===== src/strv_pkg.sv =====
// Constants and carrier types for the scram trip voting and reset block
// What this block does
// RL1: Run-mode bus loss vote starts short scram delay
// RL2: Full manual scram needs both switches
// RL3: Manual switches act on divisions 1, 2
// RL4: Power-out division half-scrams; other switch completes
// RL5: Non-power outage, divisions 3/4 leave manual
// RL6: Divisional manual switch trips its actuators
// RL7: Two divisional manual switches cause scram
// RL8: One reset clears manual scram both divisions
// RL9: Divisional reset clears that division seal-in
// RL10: Reset ignored while trip cause persists
// RL11: All resets blocked ten seconds after scram
// RL12: Manual reset re-energises groups in sequence
// RL13: Charging pressure trip blocks reset unless bypassed
// RL14: Pool temperature high in two channels scrams
// RL15: Exposed pool sensors excluded from average
// RL16: Two auto or both manual cut solenoids
// RL17: Same trip opens both air dump valves
// RL18: Run indication per division to monitor
// RL19: Scram-follow, test status, mode to rods
// RL20: Rod block on pressure trip or bypass
// RL21: Not-Run bypass interlock to leak detection
// RL22: Low trip oil pressure means valve closure
// RL23: Delays are synchronous counters with constants
package strv_pkg;

  // ----------------------------------------------------------------
  // Timing
  // ----------------------------------------------------------------
  localparam int unsigned CLK_MHZ = 200;
  localparam int unsigned BUS_LOSS_DELAY_MS = 500;
  localparam int unsigned RESET_INHIBIT_MS = 10000;
  localparam int unsigned GROUP_STEP_MS = 100;
  localparam int unsigned BUS_LOSS_CYCLES = BUS_LOSS_DELAY_MS * CLK_MHZ * 1000;
  localparam int unsigned RESET_INHIBIT_CYCLES = RESET_INHIBIT_MS * CLK_MHZ * 1000;
  localparam int unsigned GROUP_STEP_CYCLES = GROUP_STEP_MS * CLK_MHZ * 1000;
  localparam int unsigned CNT_W = 32;

  // ----------------------------------------------------------------
  // Analog thresholds (digitised 16-bit codes)
  // ----------------------------------------------------------------
  localparam logic [15:0] OIL_LOW_DEFAULT = 16'h2000;
  localparam logic [15:0] POOL_HIGH_DEFAULT = 16'h4000;
  localparam int unsigned POOL_SENSORS = 4;

  // ----------------------------------------------------------------
  // Register map (byte offsets)
  // ----------------------------------------------------------------
  localparam logic [7:0] REG_CTRL = 8'h00;
  localparam logic [7:0] REG_OIL_LIMIT = 8'h04;
  localparam logic [7:0] REG_POOL_LIMIT = 8'h08;
  localparam logic [7:0] REG_STATUS = 8'h0c;
  localparam logic [7:0] REG_TRIPS = 8'h10;
  localparam int unsigned CTRL_TEST_POS = 0;
  localparam logic [31:0] CTRL_RESET = 32'h0000_0000;
  localparam logic [1:0] RESP_OKAY = 2'b00;
  localparam logic [1:0] RESP_SLVERR = 2'b10;

  // Mode switch positions
  typedef enum logic [1:0] {
    STRV_MODE_SHUTDOWN = 2'b00,
    STRV_MODE_REFUEL = 2'b01,
    STRV_MODE_STARTUP = 2'b10,
    STRV_MODE_RUN = 2'b11
  } strv_mode_t;

  // Manual reset sequencer states
  typedef enum logic [1:0] {
    STRV_SEQ_IDLE = 2'b00,
    STRV_SEQ_GROUP_A = 2'b01,
    STRV_SEQ_GROUP_B = 2'b10
  } strv_seq_t;

  // Outputs to rod control
  typedef struct packed {
    logic scram_follow;
    logic pair_rod_test;
    strv_mode_t mode;
    logic [3:0] rod_block;
  } strv_rod_t;

  // Actuator outputs
  typedef struct packed {
    logic [1:0] solenoid_power;
    logic [1:0] air_dump;
  } strv_act_t;

endpackage


===== src/strv_timer.sv =====
// Synchronous delay counter: done after a fixed run of enabled cycles
module strv_timer #(
  parameter logic [31:0] TERMINAL = 32'h0000_0001
) (
  input wire logic aclk,
  input wire logic aresetn,
  input wire logic run,
  output logic done
);

  logic [strv_pkg::CNT_W-1:0] count;

  // Counts while run holds; clears when run drops, so a blip never accumulates
  always_ff @(posedge aclk) begin
    if (!aresetn) begin
      count <= '0;
    end else if (!run) begin
      count <= '0;
    end else if (count != TERMINAL) begin
      count <= count + 32'h0000_0001; // RL23
    end
  end

  assign done = run && (count == TERMINAL);

endmodule


===== src/strv_top.sv =====
// Scram trip voting, seal-in and reset logic with AXI4-Lite setup registers
//
// The implementer's own choices: the AXI4-Lite register port and the address map.
module strv_top #(
  parameter logic [31:0] BUS_LOSS_CYCLES = strv_pkg::BUS_LOSS_CYCLES,
  parameter logic [31:0] RESET_INHIBIT_CYCLES = strv_pkg::RESET_INHIBIT_CYCLES,
  parameter logic [31:0] GROUP_STEP_CYCLES = strv_pkg::GROUP_STEP_CYCLES
) (
  input wire logic aclk,
  input wire logic aresetn,
  input wire logic [7:0] s_awaddr,
  input wire logic s_awvalid,
  output logic s_awready,
  input wire logic [31:0] s_wdata,
  input wire logic [3:0] s_wstrb,
  input wire logic s_wvalid,
  output logic s_wready,
  output logic [1:0] s_bresp,
  output logic s_bvalid,
  input wire logic s_bready,
  input wire logic [7:0] s_araddr,
  input wire logic s_arvalid,
  output logic s_arready,
  output logic [31:0] s_rdata,
  output logic [1:0] s_rresp,
  output logic s_rvalid,
  input wire logic s_rready,
  input wire logic [3:0] bus_low_voltage,
  input wire logic [3:0] stop_valve_closure,
  input wire logic [63:0] oil_pressure,
  input wire logic [3:0] sensor_trip,
  input wire logic [3:0] charging_low,
  input wire logic [3:0] charging_bypass,
  input wire logic [63:0] pool_temp,
  input wire logic [3:0] pool_submerged,
  input wire logic [1:0] manual_scram_sw,
  input wire logic [1:0] power_out_of_service,
  input wire logic [3:0] div_manual_trip_sw,
  input wire logic manual_reset_sw,
  input wire logic [3:0] div_reset_sw,
  input wire logic [1:0] mode_sw,
  input wire logic pair_rod_test_sw,
  output strv_pkg::strv_act_t actuators,
  output strv_pkg::strv_rod_t rod_control,
  output logic [3:0] run_to_neutron_monitor,
  output logic isolation_bypass
);

  // ----------------------------------------------------------------
  // Pin synchronisers
  // ----------------------------------------------------------------
  localparam int SW = 40;
  logic [SW-1:0] pin_raw, pin_s1, pin_s2;
  logic [1:0] prime;
  assign pin_raw = {bus_low_voltage, stop_valve_closure, sensor_trip, charging_low, charging_bypass,
                    pool_submerged, manual_scram_sw, power_out_of_service, div_manual_trip_sw,
                    manual_reset_sw, div_reset_sw, mode_sw, pair_rod_test_sw};

  // Two stages before any logic; stage one is read by stage two only
  always_ff @(posedge aclk) begin
    if (!aresetn) begin
      pin_s1 <= '0;
      pin_s2 <= '0;
      prime <= 2'b00;
    end else begin
      pin_s1 <= pin_raw;
      pin_s2 <= pin_s1;
      prime <= {prime[0], 1'b1};
    end
  end

  logic [3:0] bus_low, svc, s_trip, chg_low, chg_byp, submerged, dm_sw, dr_sw;
  logic [1:0] man_sw, pwr_oos, mode_q;
  logic man_rst, rod_test;
  assign {bus_low, svc, s_trip, chg_low, chg_byp, submerged, man_sw, pwr_oos, dm_sw,
          man_rst, dr_sw, mode_q, rod_test} = pin_s2;

  // Analog words come from the same-clock digitiser, so they need no synchroniser
  logic [63:0] oil_q, pool_q;
  always_ff @(posedge aclk) begin
    if (!aresetn) begin
      oil_q <= '0;
      pool_q <= '0;
    end else begin
      oil_q <= oil_pressure;
      pool_q <= pool_temp;
    end
  end

  // ----------------------------------------------------------------
  // Register file
  // ----------------------------------------------------------------
  logic [31:0] ctrl_reg, oil_limit, pool_limit;
  logic aw_held, w_held;
  logic [7:0] aw_addr;
  logic [31:0] w_data;
  logic [3:0] w_strb;
  logic full_scram, half_scram, inhibit_active;
  logic [3:0] div_trip, div_seal;
  logic [1:0] man_latch;

  assign s_awready = !aw_held && !s_bvalid;
  assign s_wready = !w_held && !s_bvalid;
  wire aw_now = aw_held || (s_awvalid && s_awready);
  wire w_now = w_held || (s_wvalid && s_wready);
  wire [7:0] wr_addr = aw_held ? aw_addr : s_awaddr;
  wire [31:0] wr_data = w_held ? w_data : s_wdata;
  wire [3:0] wr_strb = w_held ? w_strb : s_wstrb;
  wire wr_fire = aw_now && w_now && !s_bvalid;
  wire wr_ctrl = wr_addr == strv_pkg::REG_CTRL;
  wire wr_oil = wr_addr == strv_pkg::REG_OIL_LIMIT;
  wire wr_pool = wr_addr == strv_pkg::REG_POOL_LIMIT;
  wire wr_hit = wr_ctrl || wr_oil || wr_pool;

  function automatic logic [31:0] strv_merge(input logic [31:0] old, input logic [31:0] nw,
                                             input logic [3:0] strb);
    logic [31:0] r;
    r = old;
    for (int i = 0; i < 4; i++) begin
      if (strb[i]) r[i*8 +: 8] = nw[i*8 +: 8];
    end
    return r;
  endfunction

  // Address and data may come in either order; the response waits for both
  always_ff @(posedge aclk) begin
    if (!aresetn) begin
      aw_held <= 1'b0;
      w_held <= 1'b0;
      aw_addr <= '0;
      w_data <= '0;
      w_strb <= '0;
      s_bvalid <= 1'b0;
      s_bresp <= strv_pkg::RESP_OKAY;
    end else begin
      if (s_awvalid && s_awready) aw_addr <= s_awaddr;
      if (s_wvalid && s_wready) begin
        w_data <= s_wdata;
        w_strb <= s_wstrb;
      end
      aw_held <= wr_fire ? 1'b0 : aw_now;
      w_held <= wr_fire ? 1'b0 : w_now;
      if (wr_fire) begin
        s_bvalid <= 1'b1;
        s_bresp <= wr_hit ? strv_pkg::RESP_OKAY : strv_pkg::RESP_SLVERR;
      end else if (s_bready) begin
        s_bvalid <= 1'b0;
      end
    end
  end

  // Setup registers; thresholds are software-trimmable, status is read-only
  always_ff @(posedge aclk) begin
    if (!aresetn) begin
      ctrl_reg <= strv_pkg::CTRL_RESET;
      oil_limit <= {16'h0000, strv_pkg::OIL_LOW_DEFAULT};
      pool_limit <= {16'h0000, strv_pkg::POOL_HIGH_DEFAULT};
    end else if (wr_fire) begin
      if (wr_ctrl && wr_strb[0]) ctrl_reg <= {31'h0, wr_data[0]};
      if (wr_oil) oil_limit <= strv_merge(oil_limit, wr_data, {2'b00, wr_strb[1:0]}); // Upper half stays zero
      if (wr_pool) pool_limit <= strv_merge(pool_limit, wr_data, {2'b00, wr_strb[1:0]});
    end
  end

  assign s_arready = !s_rvalid;
  wire [31:0] status_word = {24'h0, inhibit_active, half_scram, full_scram, man_latch, mode_q, 1'b0};
  wire [31:0] trips_word = {24'h0, div_seal, div_trip};
  wire rd_hit = (s_araddr == strv_pkg::REG_CTRL) || (s_araddr == strv_pkg::REG_OIL_LIMIT) ||
                (s_araddr == strv_pkg::REG_POOL_LIMIT) || (s_araddr == strv_pkg::REG_STATUS) ||
                (s_araddr == strv_pkg::REG_TRIPS);
  wire [31:0] rd_word = (s_araddr == strv_pkg::REG_CTRL) ? ctrl_reg :
                        (s_araddr == strv_pkg::REG_OIL_LIMIT) ? oil_limit :
                        (s_araddr == strv_pkg::REG_POOL_LIMIT) ? pool_limit :
                        (s_araddr == strv_pkg::REG_STATUS) ? status_word :
                        (s_araddr == strv_pkg::REG_TRIPS) ? trips_word : 32'h0000_0000;

  // Read answer registered one cycle after the address is taken
  always_ff @(posedge aclk) begin
    if (!aresetn) begin
      s_rvalid <= 1'b0;
      s_rdata <= '0;
      s_rresp <= strv_pkg::RESP_OKAY;
    end else if (s_arvalid && s_arready) begin
      s_rvalid <= 1'b1;
      s_rdata <= rd_word;
      s_rresp <= rd_hit ? strv_pkg::RESP_OKAY : strv_pkg::RESP_SLVERR;
    end else if (s_rready) begin
      s_rvalid <= 1'b0;
    end
  end

  // ----------------------------------------------------------------
  // Per-division trip conditions
  // ----------------------------------------------------------------
  wire in_run = mode_q == strv_pkg::STRV_MODE_RUN;
  logic [3:0] oil_low, pool_high;
  logic [17:0] pool_sum [4];
  logic [2:0] pool_cnt [4];

  // Pool channels average only submerged sensors; exposed ones drop out
  genvar g;
  generate
    for (g = 0; g < 4; g++) begin : g_div
      assign oil_low[g] = oil_q[g*16 +: 16] < oil_limit[15:0]; // RL22
      assign pool_sum[g] = submerged[g] ? {2'b00, pool_q[g*16 +: 16]} : 18'h00000; // RL15
      assign pool_cnt[g] = {2'b00, submerged[g]}; // RL15
    end
  endgenerate

  // Each channel compares against limit: sensor average taken across submerged channels
  wire [17:0] sum_all = pool_sum[0] + pool_sum[1] + pool_sum[2] + pool_sum[3];
  wire [2:0] cnt_all = pool_cnt[0] + pool_cnt[1] + pool_cnt[2] + pool_cnt[3];
  wire [17:0] lim_scaled = {2'b00, pool_limit[15:0]} * {15'h0, cnt_all};
  generate
    for (g = 0; g < 4; g++) begin : g_pool
      assign pool_high[g] = submerged[g] && (cnt_all != 3'h0) && (sum_all > lim_scaled);
    end
  endgenerate

  function automatic logic strv_two_of_four(input logic [3:0] v);
    return (v[0] & v[1]) | (v[0] & v[2]) | (v[0] & v[3]) | (v[1] & v[2]) | (v[1] & v[3]) | (v[2] & v[3]);
  endfunction

  // Bus loss vote only counts in Run; delay spans the transfer to the reserve feed
  wire bus_vote = in_run && strv_two_of_four(bus_low); // RL1
  logic bus_loss_trip;
  strv_timer #(.TERMINAL(BUS_LOSS_CYCLES)) u_bus_timer (
    .aclk(aclk),
    .aresetn(aresetn),
    .run(bus_vote),
    .done(bus_loss_trip)
  );

  wire pool_trip = strv_two_of_four(pool_high); // RL14
  wire [3:0] chg_trip = chg_low & ~chg_byp;
  // A division's cause: sensor trips, valves, oil pressure, pool, bus loss, charging pressure, Shutdown mode
  wire [3:0] div_cause = s_trip | svc | oil_low | chg_trip | {4{pool_trip | bus_loss_trip}} |
                         {4{mode_q == strv_pkg::STRV_MODE_SHUTDOWN}};
  assign div_trip = div_cause | dm_sw; // RL6

  // ----------------------------------------------------------------
  // Seal-in and resets
  // ----------------------------------------------------------------
  logic inhibit_done;
  strv_timer #(.TERMINAL(RESET_INHIBIT_CYCLES)) u_inhibit (
    .aclk(aclk),
    .aresetn(aresetn),
    .run(inhibit_active),
    .done(inhibit_done)
  );

  // Charging pressure low blocks every reset until bypassed in all four
  wire chg_block = |chg_low && !(&chg_byp); // RL13
  wire reset_ok = !inhibit_active && !chg_block; // RL11
  logic [3:0] next_seal;
  assign next_seal = div_trip | (div_seal & ~(dr_sw & ~div_trip & {4{reset_ok}})); // RL9 RL10

  // Manual path: switches act on divisions 1 and 2 only, power outage counts as tripped
  wire [1:0] man_eff = man_sw | man_latch | pwr_oos; // RL3 RL4 RL5
  strv_pkg::strv_seq_t seq;
  logic [strv_pkg::CNT_W-1:0] seq_cnt;
  wire seq_step = seq_cnt == GROUP_STEP_CYCLES;
  wire man_reset_go = man_rst && reset_ok && !(|man_sw); // RL8

  always_ff @(posedge aclk) begin
    if (!aresetn) begin
      div_seal <= 4'h0;
      man_latch <= 2'b00;
    end else begin
      if (prime[1]) div_seal <= next_seal; // Syncs still at reset zeros read as Shutdown
      if (seq == strv_pkg::STRV_SEQ_GROUP_A) man_latch[0] <= man_sw[0];
      else if (seq == strv_pkg::STRV_SEQ_GROUP_B && seq_step) man_latch[1] <= man_sw[1]; // RL12
      else man_latch <= man_latch | man_sw;
    end
  end

  // Reset sequencer: group A first, group B a step later, never both together
  always_ff @(posedge aclk) begin
    if (!aresetn) begin
      seq <= strv_pkg::STRV_SEQ_IDLE;
      seq_cnt <= '0;
    end else begin
      unique case (seq)
        strv_pkg::STRV_SEQ_IDLE: begin
          seq_cnt <= '0;
          if (man_reset_go && (|man_latch)) seq <= strv_pkg::STRV_SEQ_GROUP_A; // RL12
        end
        strv_pkg::STRV_SEQ_GROUP_A: begin
          seq <= strv_pkg::STRV_SEQ_GROUP_B;
        end
        strv_pkg::STRV_SEQ_GROUP_B: begin
          seq_cnt <= seq_cnt + 32'h0000_0001;
          if (seq_step) seq <= strv_pkg::STRV_SEQ_IDLE;
        end
        default: seq <= strv_pkg::STRV_SEQ_IDLE;
      endcase
    end
  end

  // ----------------------------------------------------------------
  // Scram decision and inhibit timing
  // ----------------------------------------------------------------
  wire auto_scram = strv_two_of_four(div_seal); // RL16 RL7
  wire man_scram = &man_eff; // RL2 RL16
  assign full_scram = auto_scram || man_scram;
  assign half_scram = ^man_eff; // RL4
  logic scram_q;

  // Inhibit runs ten seconds from the rising edge of any full scram
  always_ff @(posedge aclk) begin
    if (!aresetn) begin
      scram_q <= 1'b0;
      inhibit_active <= 1'b0;
    end else begin
      scram_q <= full_scram;
      if (full_scram && !scram_q) inhibit_active <= 1'b1; // RL11
      else if (inhibit_done) inhibit_active <= 1'b0;
    end
  end

  // Outputs are registered; on full scram solenoids de-energise and dump valves open together
  always_ff @(posedge aclk) begin
    if (!aresetn) begin
      actuators <= '0;
      rod_control <= '0;
      run_to_neutron_monitor <= 4'h0;
      isolation_bypass <= 1'b0;
    end else begin
      actuators.solenoid_power <= {!full_scram && !man_eff[1], !full_scram && !man_eff[0]}; // RL16
      actuators.air_dump <= {2{full_scram}}; // RL17
      rod_control.scram_follow <= full_scram; // RL19
      rod_control.pair_rod_test <= rod_test | ctrl_reg[strv_pkg::CTRL_TEST_POS]; // RL19
      rod_control.mode <= strv_pkg::strv_mode_t'(mode_q); // RL19
      rod_control.rod_block <= chg_low | chg_byp; // RL20
      run_to_neutron_monitor <= {4{in_run}}; // RL18
      isolation_bypass <= !in_run; // RL21
    end
  end

  // ----------------------------------------------------------------
  // Checks
  // ----------------------------------------------------------------
  property p_dump_with_cut;
    @(posedge aclk) disable iff (!aresetn) full_scram |=> (actuators.air_dump == 2'b11 &&
                                                          actuators.solenoid_power == 2'b00);
  endproperty
  scram_cuts_power_a: assert property (p_dump_with_cut) else $error("scram did not cut power"); // RL16
  dump_matches_cut_a: assert property (@(posedge aclk) disable iff (!aresetn)
    (actuators.air_dump == 2'b11) == (actuators.solenoid_power == 2'b00) || actuators.air_dump == 2'b00)
    else $error("dump valves and solenoids disagree"); // RL17
  two_manual_scram_a: assert property (@(posedge aclk) disable iff (!aresetn)
    (&man_eff) |=> (actuators.solenoid_power == 2'b00 && rod_control.scram_follow))
    else $error("both manual channels did not scram"); // RL2
  seal_hold_trip_a: assert property (@(posedge aclk) disable iff (!aresetn)
    (prime[1] && div_trip[0]) |=> div_seal[0]) else $error("tripped division not sealed"); // RL10
  inhibit_blocks_a: assert property (@(posedge aclk) disable iff (!aresetn)
    (inhibit_active && div_seal[1] && !div_trip[1]) |=> div_seal[1]) else $error("reset during inhibit"); // RL11
  charging_block_a: assert property (@(posedge aclk) disable iff (!aresetn)
    (chg_block && div_seal[2]) |=> div_seal[2]) else $error("reset with charging trip"); // RL13
  rod_block_out_a: assert property (@(posedge aclk) disable iff (!aresetn)
    (|chg_byp[0]) |=> rod_control.rod_block[0]) else $error("rod block missing"); // RL20
  run_indicate_a: assert property (@(posedge aclk) disable iff (!aresetn)
    in_run |=> (run_to_neutron_monitor == 4'hf && !isolation_bypass)) else $error("run indication wrong"); // RL18
  seq_half_a: assert property (@(posedge aclk) disable iff (!aresetn)
    (man_latch == 2'b11) |=> (man_latch != 2'b00))
    else $error("reset groups out of order"); // RL12
  cover_auto_c: cover property (@(posedge aclk) disable iff (!aresetn) auto_scram);
  cover_manual_c: cover property (@(posedge aclk) disable iff (!aresetn) man_scram && !auto_scram);
  cover_bus_c: cover property (@(posedge aclk) disable iff (!aresetn) bus_loss_trip);
  cover_reset_c: cover property (@(posedge aclk) disable iff (!aresetn) seq == strv_pkg::STRV_SEQ_GROUP_B);

endmodule


===== config.mk =====
export PLATFORM = sky130hd
export DESIGN_NAME = strv_top
export DESIGN_NICKNAME = d
export VERILOG_FILES = /design/src/strv_pkg.sv /design/src/strv_timer.sv /design/src/strv_top.sv
export SDC_FILE = /design/constraint.sdc
export NUM_CORES = 1
export LEC_CHECK = 0
export BUFFER_PORTS_ARGS = -buffer_cell sky130_fd_sc_hd__buf_2
export CAP_MARGIN = 20
export CORE_ASPECT_RATIO = 1.25
export CORE_MARGIN = 2
export CORE_UTILIZATION = 56
export CTS_BUF_LIST = sky130_fd_sc_hd__clkbuf_4 sky130_fd_sc_hd__clkbuf_8 sky130_fd_sc_hd__clkbuf_16
export CTS_CLUSTER_SIZE = 20
export DETAILED_ROUTE_END_ITERATION = 6
export PLACE_DENSITY = 0.78
export SETUP_SLACK_MARGIN = 0.3
export SYNTH_ARGS = -nofsm -noshare
export SYNTH_HDL_FRONTEND = slang
export SYNTH_SLANG_ARGS = --single-unit

===== constraint.sdc =====
create_clock -name aclk -period 17.2 [get_ports aclk]
set_clock_uncertainty 0.2 [all_clocks]
set_input_delay 3.44 -clock aclk [delete_from_list [all_inputs] [get_ports aclk]]
set_output_delay 3.44 -clock aclk [all_outputs]
set_load 0.02 [all_outputs]

==> metrics.txt, run 1 <==
reg2reg setup slack=10.67 ns; RSZ-0062 raised after global routing=no; DRT antenna net count=0; endpoints failing setup=0; drt pass-1 iters=5; crit path max-delay cell type=ha_1; Root Buffer=clkbuf_16; Arrival @ worst endpoint=a little under 7 ns; routability cong.=approximately 0.89; dominant synthesized flop cell=dfxtp_1; Total Power=about 2100 uW; Worst-Skew Late Latency=approximately 0.55 ns; dpl hpwl=32.6 mm; Row Count=76; crit path capture type=flop; P per Cell Area=between 90 and 100 nW/um2; Lkg Pwr=between 0.009 and 0.01 uW; initial cell density of the core=a little under three fifths; first-pass GRT wire length=71.3 mm; Routed WL per cell=between 15 and 20 um; postcts setup bufs=0; IO Pins=approximately 290; post-synthesis sequential area ratio=around two fifths; status=complete, no violations; top flop regs=oil_q: 64 flops, pool_q: 64 flops; via count=~15,000; fill count=approximately 2,800; Synth Instances=2,149; mapped cell area=just under 20,000 um2; Vias/cell=5.35; Worst path max stage delay=around 0.66 ns; synthesized area per cell=slightly above 9 um2; number of global-route vias before repair=15,300; CP Class=reg -> reg; endpoints failing hold=0; Adder-Cell Fraction of Synth Area=roughly 13%; H-tree depth=2; Die Height=about 210 um; layout cells sized above 1=15.2%; Placed Area=between 20,000 and 25,000 um2; most frequent cells in the layout=dfxtp_1, and2_1, buf_2; post-synthesis cell type count=74; pin count of the biggest net entering global routing=132; NumNets Final=approximately 2,800; Max Clk Rate=~0.15 GHz; hold-fix buffer count after cts=0; combinational family with the most area after synthesis=simple AND/OR/NAND/NOR gates; Tcrit/Tclk final=a little under two fifths; Die X-Extent=~170 um; CTS tree=yes; compound-gate portion of the synthesized area=8.61%; clk slew on worst S/H paths=~0.060 ns; Sink Count=a little over 400; post-route cell area=around 22,000 um2; final max-slew violation count=0; ys async rst share=0%; Util after Layout=65.1%; CP startpoint kind=flop; post-cts resize count=0; Post-synth EDFFs=0; commonest non-fill, non-tap cell in the layout=dfxtp_1; total track usage=24.3%; Synth Register Bits=between 400 and 500; max_cap viols=0; Worst VDD drop=94.6 uV; core area=~34,000 um2; CP max FO=19; grt ovf=0; synth-to-layout area growth=14.9%; die area=36,200 um2; multiplexer share of the synthesized area=~2.9%; clock buffer count from CTS=just over 40; Max-slew headroom=a little under 30%; Synth Area in Simple Gates=roughly a quarter; XOR/XNOR share of the synthesized area=under 10%; most common cell type on the critical path=ha_1; Clock Path Buffers=3; Iter 0 DRT Violations=just over 800; Finished Layout Cells=around 2,900; initial antenna violation count=2; setup TNS=0 ns; Yosys warning total=0; PortBufs=roughly 250; min Tclk post-route=around 6.5 ns; Critical Path RT=around 17 ns; Tightest Pin Transition=~1.1 ns; total wire length=about 44 mm; DRC violations left=0; Worst Hold Class=reg -> reg; placed cells=between 2,000 and 3,000
-- worst max-delay path: cells and delay by family, from the launching register on --
family          cells  cell delay [ns]
fa+ha+maj           7             2.60
compound gates      9             1.59
simple gates        5             1.15
buf+inv             3             0.37
flops               1             0.32
xor+xnor            1             0.15
-- synth_stat cells (9+ instances only) --
| cell | n | area share, % |
|---|---|---|
| ha_1 | 121 | 7.8 |
| buf_4 | 27 | 1.0 |
| a21oi_1 | 111 | 2.9 |
| nor4_1 | 20 | 0.64 |
| nor2b_1 | 13 | 0.42 |
| nor2_1 | 196 | 3.8 |
| xor2_1 | 67 | 3.0 |
| a211oi_1 | 16 | 0.62 |
| dfxtp_1 | 408 | 42 |
| inv_1 | 127 | 2.5 |
| clkbuf_1 | 67 | 1.3 |
| o21ai_1 | 10 | 0.26 |
| nand2b_1 | 11 | 0.35 |
| a22oi_1 | 12 | 0.46 |
| o21ai_0 | 57 | 1.5 |
| mux2_2 | 18 | 1.0 |
| nand3_1 | 39 | 1.0 |
| or3_1 | 23 | 0.74 |
| nand2_1 | 204 | 3.9 |
| and2_1 | 261 | 8.4 |
| nor3_1 | 41 | 1.1 |
| fa_1 | 48 | 4.9 |
| a31oi_1 | 9 | 0.29 |
| mux2i_1 | 36 | 1.9 |
| xnor2_1 | 37 | 1.7 |
| a21o_1 | 16 | 0.62 |
| nand4_1 | 44 | 1.4 |
-- power by group --
group | internal, uW | switching, uW | leakage, uW
Sequential | 980 | 17.8 | 0.00335
Combinational | 76.1 | 98.6 | 0.00558
Clock | 548 | 376 | 0.000688
Total | 1600 | 492 | 0.00962
-- area by class of cell --
type	instances	area [um2]	area share, %
clock inverters	20	272	1.21
well taps	468	586	2.62
flip-flops and latches	408	8170	36.5
repair buffers	257	1330	5.96
clock buffers	50	1140	5.08
multi-input cells	1527	10400	46.4
inverters	129	484	2.17
diodes	3	7.51	0.0336
-- through the flow --
step,hold slack (ns),setup WS [ns]
6_report,0.229,10.67
5_1_grt,0.246,10.24
3_5_place_dp,0.218,10.75
3_3_place_gp,0.213,10.86
4_1_cts,0.232,10.72
2_1_floorplan,0.211,11.59
-- final timing paths --
| path | from | endpoint | cells after the start |
|---|---|---|---|
| worst max-delay path | pin_s2[17] | s_rdata[2] | 25 |
| worst min-delay path | pin_s2[7] | seq[0] | 2 |
| worst max register to register | pin_s2[17] | s_rdata[2] | 25 |
| worst min register to register | pin_s2[7] | seq[0] | 2 |
-- per-layer routing --
layer	vias to the layer above	global-route usage (%)	routed length, um
met5	-	0	0
met4	0	10.9	1860
met3	125	3.50	1910
met2	398	44.5	22800
met1	7232	27.9	17600
li1	7559	-	-
-- logic make-up (layout without fill, tap and decap cells) --
logic type / count (synthesis) / count (layout)
AO/OA/AOI/OAI: 279 / 279
XOR/XNOR: 104 / 104
adder cells (fa/ha/maj): 172 / 172
buffers and inverters: 231 / 456
flip-flops: 408 / 408
multiplexers: 54 / 54
other: 1 / 21
AND/OR/NAND/NOR: 900 / 900
Power figures use the tool's default switching activity.
==> inputs of run 2 (changes only) <==
- clock period: 17.2 -> 6.6 ns (I/O delays scaled with it)
==> metrics.txt, run 2 (same netlist as run 1, synthesis figures left out) <==
Setup WS post-layout=0.722 ns (-9.95 ns); placed cells=2,789 (+0.072%); final max-slew violation count=0 (unchanged); synth-to-layout area growth=14.9% (about the same); clk slew on worst S/H paths=0.06 ns (about the same); crit path max-delay cell type=fa_1; status=complete, no violations; CP startpoint kind=flop; pin count of the biggest net entering global routing=143 (+8.3%); Tightest Pin Transition=1.16 ns (+0.107 ns); DP Worst Slack=0.654 ns (-10.09 ns); total track usage=24.8% (+0.46 points); DRT antenna net count=0 (unchanged); Tcrit/Tclk final=89.1% (+51 points); Sink Count=408 (unchanged); Worst-Skew Late Latency=0.54 ns (about the same); min Tclk post-route=5.88 ns (-0.651 ns); Root Buffer=clkbuf_16; CP Cell Sequence=and2_1 > fa_1 > inv_1 > fa_1 > inv_1 > ha_1 > fa_1 > a21o_1 > a21oi_1 > nor2b_1 > o31a_1 > a21o_1 > a21oi_1 > xnor2_1 > ha_1 > nor4_1 > o21ai_0 > a211oi_1 > a211oi_1 > and2_1 > nor4_2 > o22ai_1; initial antenna violation count=2 (unchanged); Max-slew headroom=22.5% (-7.1 points); Worst Hold Class=reg -> reg; endpoints failing setup=0 (unchanged); grt ovf=0 (unchanged); routability cong.=0.896 (+0.75%); number of global-route vias before repair=15,700 (+2.5%); Finished Layout Cells=2,863 (+0.035%); Clock Path Buffers=3 (unchanged); P per Cell Area=244 nW/um2 (+160%); commonest non-fill, non-tap cell in the layout=dfxtp_1; Routed WL per cell=15.6 um (+1.1%); Die Height=212 um (unchanged); first-pass GRT wire length=72.6 mm (+1.9%); CP max FO=18 (-1); die area=36,200 um2 (unchanged); Die X-Extent=171 um (unchanged); Lkg Pwr=0.00962 uW (about the same); fill count=2,759 (-1.3%); Iter 0 DRT Violations=737 (-11%); IO Pins=285 (unchanged); Row Count=76 (unchanged); Placed Area=20,900 um2 (about the same); post-route cell area=22,300 um2 (about the same); H-tree depth=2 (unchanged); crit path capture type=flop; endpoints failing hold=0 (unchanged); dpl hpwl=32.9 mm (+0.74%); layout cells sized above 1=15.3% (+0.077 points); setup TNS=0 ns (unchanged); Critical Path RT=6.78 ns (-10.63 ns); NumNets Final=2,760 (unchanged); most common cell type on the critical path=fa_1; Worst path max stage delay=0.56 ns (-0.10 ns); FF+latch area=8170 um2 (unchanged); multi-input logic area=10,400 um2 (about the same); via count=15,400 (+0.67%); most frequent cells in the layout=dfxtp_1, and2_1, buf_2; clock buffer count from CTS=40 (-2.4%); DRC violations left=0 (unchanged); max_cap viols=0 (unchanged); Vias/cell=5.38 (+0.64%); drt pass-1 iters=7 (+2); PortBufs=248 (unchanged); initial cell density of the core=56.7% (unchanged); RSZ-0062 raised after global routing=no; CTS tree=yes; Worst VDD drop=237 uV (+150%); CP Class=reg -> reg; Max Clk Rate=0.170 GHz (+11%); total wire length=44.6 mm (+1.1%); top flop regs=oil_q: 64 flops, pool_q: 64 flops; Util after Layout=65.1% (about the same); Arrival @ worst endpoint=6.06 ns (-0.68 ns); core area=34,300 um2 (unchanged)
[run 2: final timing paths]
| path | start | endpoint | slack, ns | cells past startpoint |
|---|---|---|---|---|
| max reg2reg | pin_s2[18] | s_rdata[2] | 0.72 | 22 |
| max | pin_s2[18] | s_rdata[2] | 0.72 | 22 |
| min | pin_s1[15] | pin_s2[15] | 0.23 | 1 |
| min reg2reg | pin_s1[15] | pin_s2[15] | 0.23 | 1 |
[run 2: layout make-up]
cell class	instances	share of cell area [%]
Antenna cell	3	0.0336
Timing Repair Buffer	258	6.01
Clock buffer	51	5.10
Multi-Input combinational cell	1527	46.4
Sequential cell	408	36.6
Clock inverter	19	1.09
Inverter	129	2.17
Tap cell	468	2.62
[run 2: critical path: cells and delay by family, from the launching register on]
kind            cells  cell delay [ns]
buf+inv             2             0.11
fa+ha+maj           5             1.93
compound gates      9             1.70
simple gates        5             1.14
flops               1             0.53
xor+xnor            1             0.10
[run 2: repair_timing]
item	4_1_cts	5_1_grt
setup endpoints to repair	0	2
resized for setup	0	3
hold buffers	0	0
buffers inserted	0	0
[run 2: per-stage QoR]
stage / total power, uW / hold WS [ns]
floorplan: 2950 / 0.211
CTS: 5480 / 0.230
finish: 5440 / 0.232
global placement: 3090 / 0.213
detailed placement: 3100 / 0.217
global route: 5640 / 0.245
[run 2: metal layers]
metal	track usage (%)	vias up	wire length, um
li1	-	7565	-
met1	27.4	7335	17200
met2	46.4	403	23500
met3	3.65	114	2050
met4	11.2	0	1840
met5	0	-	0
[run 2: report_power, final]
part / switching [uW] / internal (uW) / leakage, uW
Sequential: 48.1 / 2550 / 0.00335
Clock: 962 / 1420 / 0.000680
Combinational: 258 / 199 / 0.00559
==> inputs of run 3 (changes only) <==
- BUFFER_PORTS_ARGS: -buffer_cell sky130_fd_sc_hd__buf_2 -> -buffer_cell sky130_fd_sc_hd__buf_4
- PLACE_DENSITY: 0.78 -> 0.75
==> metrics.txt, run 3 (same netlist as run 1, synthesis figures left out) <==
number of global-route vias before repair=15,200 (-3.1%); RSZ-0062 raised after global routing=no; Max Clk Rate=0.168 GHz (-0.95%); Worst Hold Class=reg -> reg; clock buffer count from CTS=41 (+2.5%); CP max FO=17 (-1); Worst-Skew Late Latency=0.55 ns (about the same); layout cells sized above 1=15.5% (+0.20 points); fill count=2,768 (+0.33%); initial cell density of the core=56.7% (unchanged); worst r2r path cells=25 (+14%); Sink Count=408 (unchanged); Total Power=5550 uW (+2.0%); endpoints failing setup=0 (unchanged); synth-to-layout area growth=18.4%; grt ovf=0 (unchanged); dpl hpwl=33.2 mm (+1.0%); H-tree depth=2 (unchanged); Worst VDD drop=217 uV (-8.6%); met1 usage=29.4% (+2.0 points); DRT antenna net count=0 (unchanged); Routed WL per cell=15.7 um (+0.67%); endpoints failing hold=0 (unchanged); Iter 0 DRT Violations=814 (+10%); M2 GR Usage=45.2% (-1.1 points); Tightest Pin Transition=1.14 ns (-0.0198 ns); commonest non-fill, non-tap cell in the layout=dfxtp_1; Arrival @ worst endpoint=6.12 ns (+0.06 ns); total wire length=44.9 mm (+0.64%); DRC violations left=0 (unchanged); clk slew on worst S/H paths=0.06 ns (about the same); ANT cells=0 (-3); drt pass-1 iters=5 (-2); status=complete, no violations; NumNets Final=2,760 (unchanged); setup TNS=0 ns (unchanged); Critical Path RT=6.78 ns (about the same); Util after Layout=67.1% (+2.0 points); total track usage=24.8% (+0.057 points); Root Buffer=clkbuf_16; initial antenna violation count=0 (-2); top flop regs=oil_q: 64 flops, pool_q: 64 flops; CP startpoint kind=flop; die area=36,200 um2 (unchanged); cell depth of the worst min-delay path=1 (unchanged); IO Pins=285 (unchanged); Setup WS post-layout=0.665 ns (-0.0566 ns); Die X-Extent=171 um (unchanged); P per Cell Area=241 nW/um2 (-1.1%); GR met3 Demand/Resource=4.19% (+0.54 points); pin count of the biggest net entering global routing=121 (-15%); Max-slew headroom=23.8% (+1.3 points); placed cells=2,788 (-0.036%); crit path capture type=flop; final max-slew violation count=0 (unchanged); via count=15,200 (-1.1%); Clock Path Buffers=3 (unchanged); Vias/cell=5.33 (-1.1%); busiest grt layer=met2; DP Worst Slack=0.639 ns (-0.0149 ns); routability cong.=0.899 (+0.28%); CTS tree=yes; core area=34,300 um2 (unchanged); PortBufs=248 (unchanged); min Tclk post-route=5.93 ns (+0.0566 ns); first-pass GRT wire length=73.0 mm (+0.55%); Row Count=76 (unchanged); max_cap viols=0 (unchanged); most frequent cells in the layout=dfxtp_1, and2_1, buf_4; Finished Layout Cells=2,862 (-0.035%); postcts setup bufs=0 (unchanged); Tcrit/Tclk final=89.9% (+0.86 points); Lkg Pwr=0.00984 uW (+2.3%); Die Height=212 um (unchanged); CP Class=reg -> reg
## run 3: cell count changes in the layout (fill, tap and decap cells not counted), moves of 2 or more
cell / previous run / this run
buf_2: 247 / 0
buf_4: 9 / 256
clkbuf_8: 6 / 10
clkinvlp_4: 4 / 1
diode_2: 3 / 0
clkbuf_16: 41 / 43
clkbuf_4: 4 / 6
clkinv_2: 7 / 5
## run 3: what timing repair did
item,4_1_cts,5_1_grt
hold buffers,0,0
endpoints found under the setup margin,0,5
gates resized for setup,0,4
## run 3: worst max-delay path, stage by stage, from the launching register on
cell	delay (ns)
dfxtp_1	0.33
fa_1	0.58
ha_2	0.18
ha_1	0.13
buf_4	0.22
nand2_1	0.11
fa_1	0.50
inv_1	0.08
ha_1	0.18
inv_1	0.06
fa_1	0.40
nor2b_1	0.12
o21ai_0	0.14
o2111ai_1	0.33
a41oi_2	0.19
o21bai_1	0.15
a21oi_1	0.09
xor2_1	0.16
ha_1	0.21
nor4_1	0.22
o21ai_0	0.17
a211oi_1	0.27
a211oi_1	0.10
and2_1	0.26
nor4_2	0.29
o22ai_1	0.13
## run 3: routing by layer
| layer | share of wire [%] | wire length (um) |
|---|---|---|
| met5 | 0 | 0 |
| met2 | 51 | 23000 |
| met1 | 41 | 18500 |
| met4 | 2.9 | 1320 |
| met3 | 4.6 | 2080 |
## run 3: power by group
group | switching [uW] | internal [uW]
Sequential | 46.8 | 2550
Combinational | 256 | 238
Clock | 966 | 1490
Total | 1270 | 4280
## run 3: worst paths after layout
path	from	endpoint	slack [ns]
worst max-delay path	pin_s2[16]	s_rdata[2]	0.67
worst min register to register	pin_s1[7]	pin_s2[7]	0.23
worst max register to register	pin_s2[16]	s_rdata[2]	0.67
worst min-delay path	pin_s1[7]	pin_s2[7]	0.23
## run 3: through the flow
| stage | instance area, um2 | hold WS [ns] |
|---|---|---|
| after detailed placement | 21500 | 0.218 |
| after floorplan | 19500 | 0.211 |
| after global routing | 23000 | 0.245 |
| after global placement | 21500 | 0.213 |
| after CTS | 23000 | 0.230 |
| final | 23000 | 0.227 |
## run 3: final cells by class
class / count / area, um2 / share of cell area, %
inverters: 129 / 484 / 2.10
well taps: 468 / 586 / 2.54
repair buffers: 257 / 1950 / 8.47
flip-flops and latches: 408 / 8170 / 35.5
clock inverters: 14 / 195 / 0.848
clock buffers: 59 / 1260 / 5.47
multi-input cells: 1527 / 10400 / 45.1
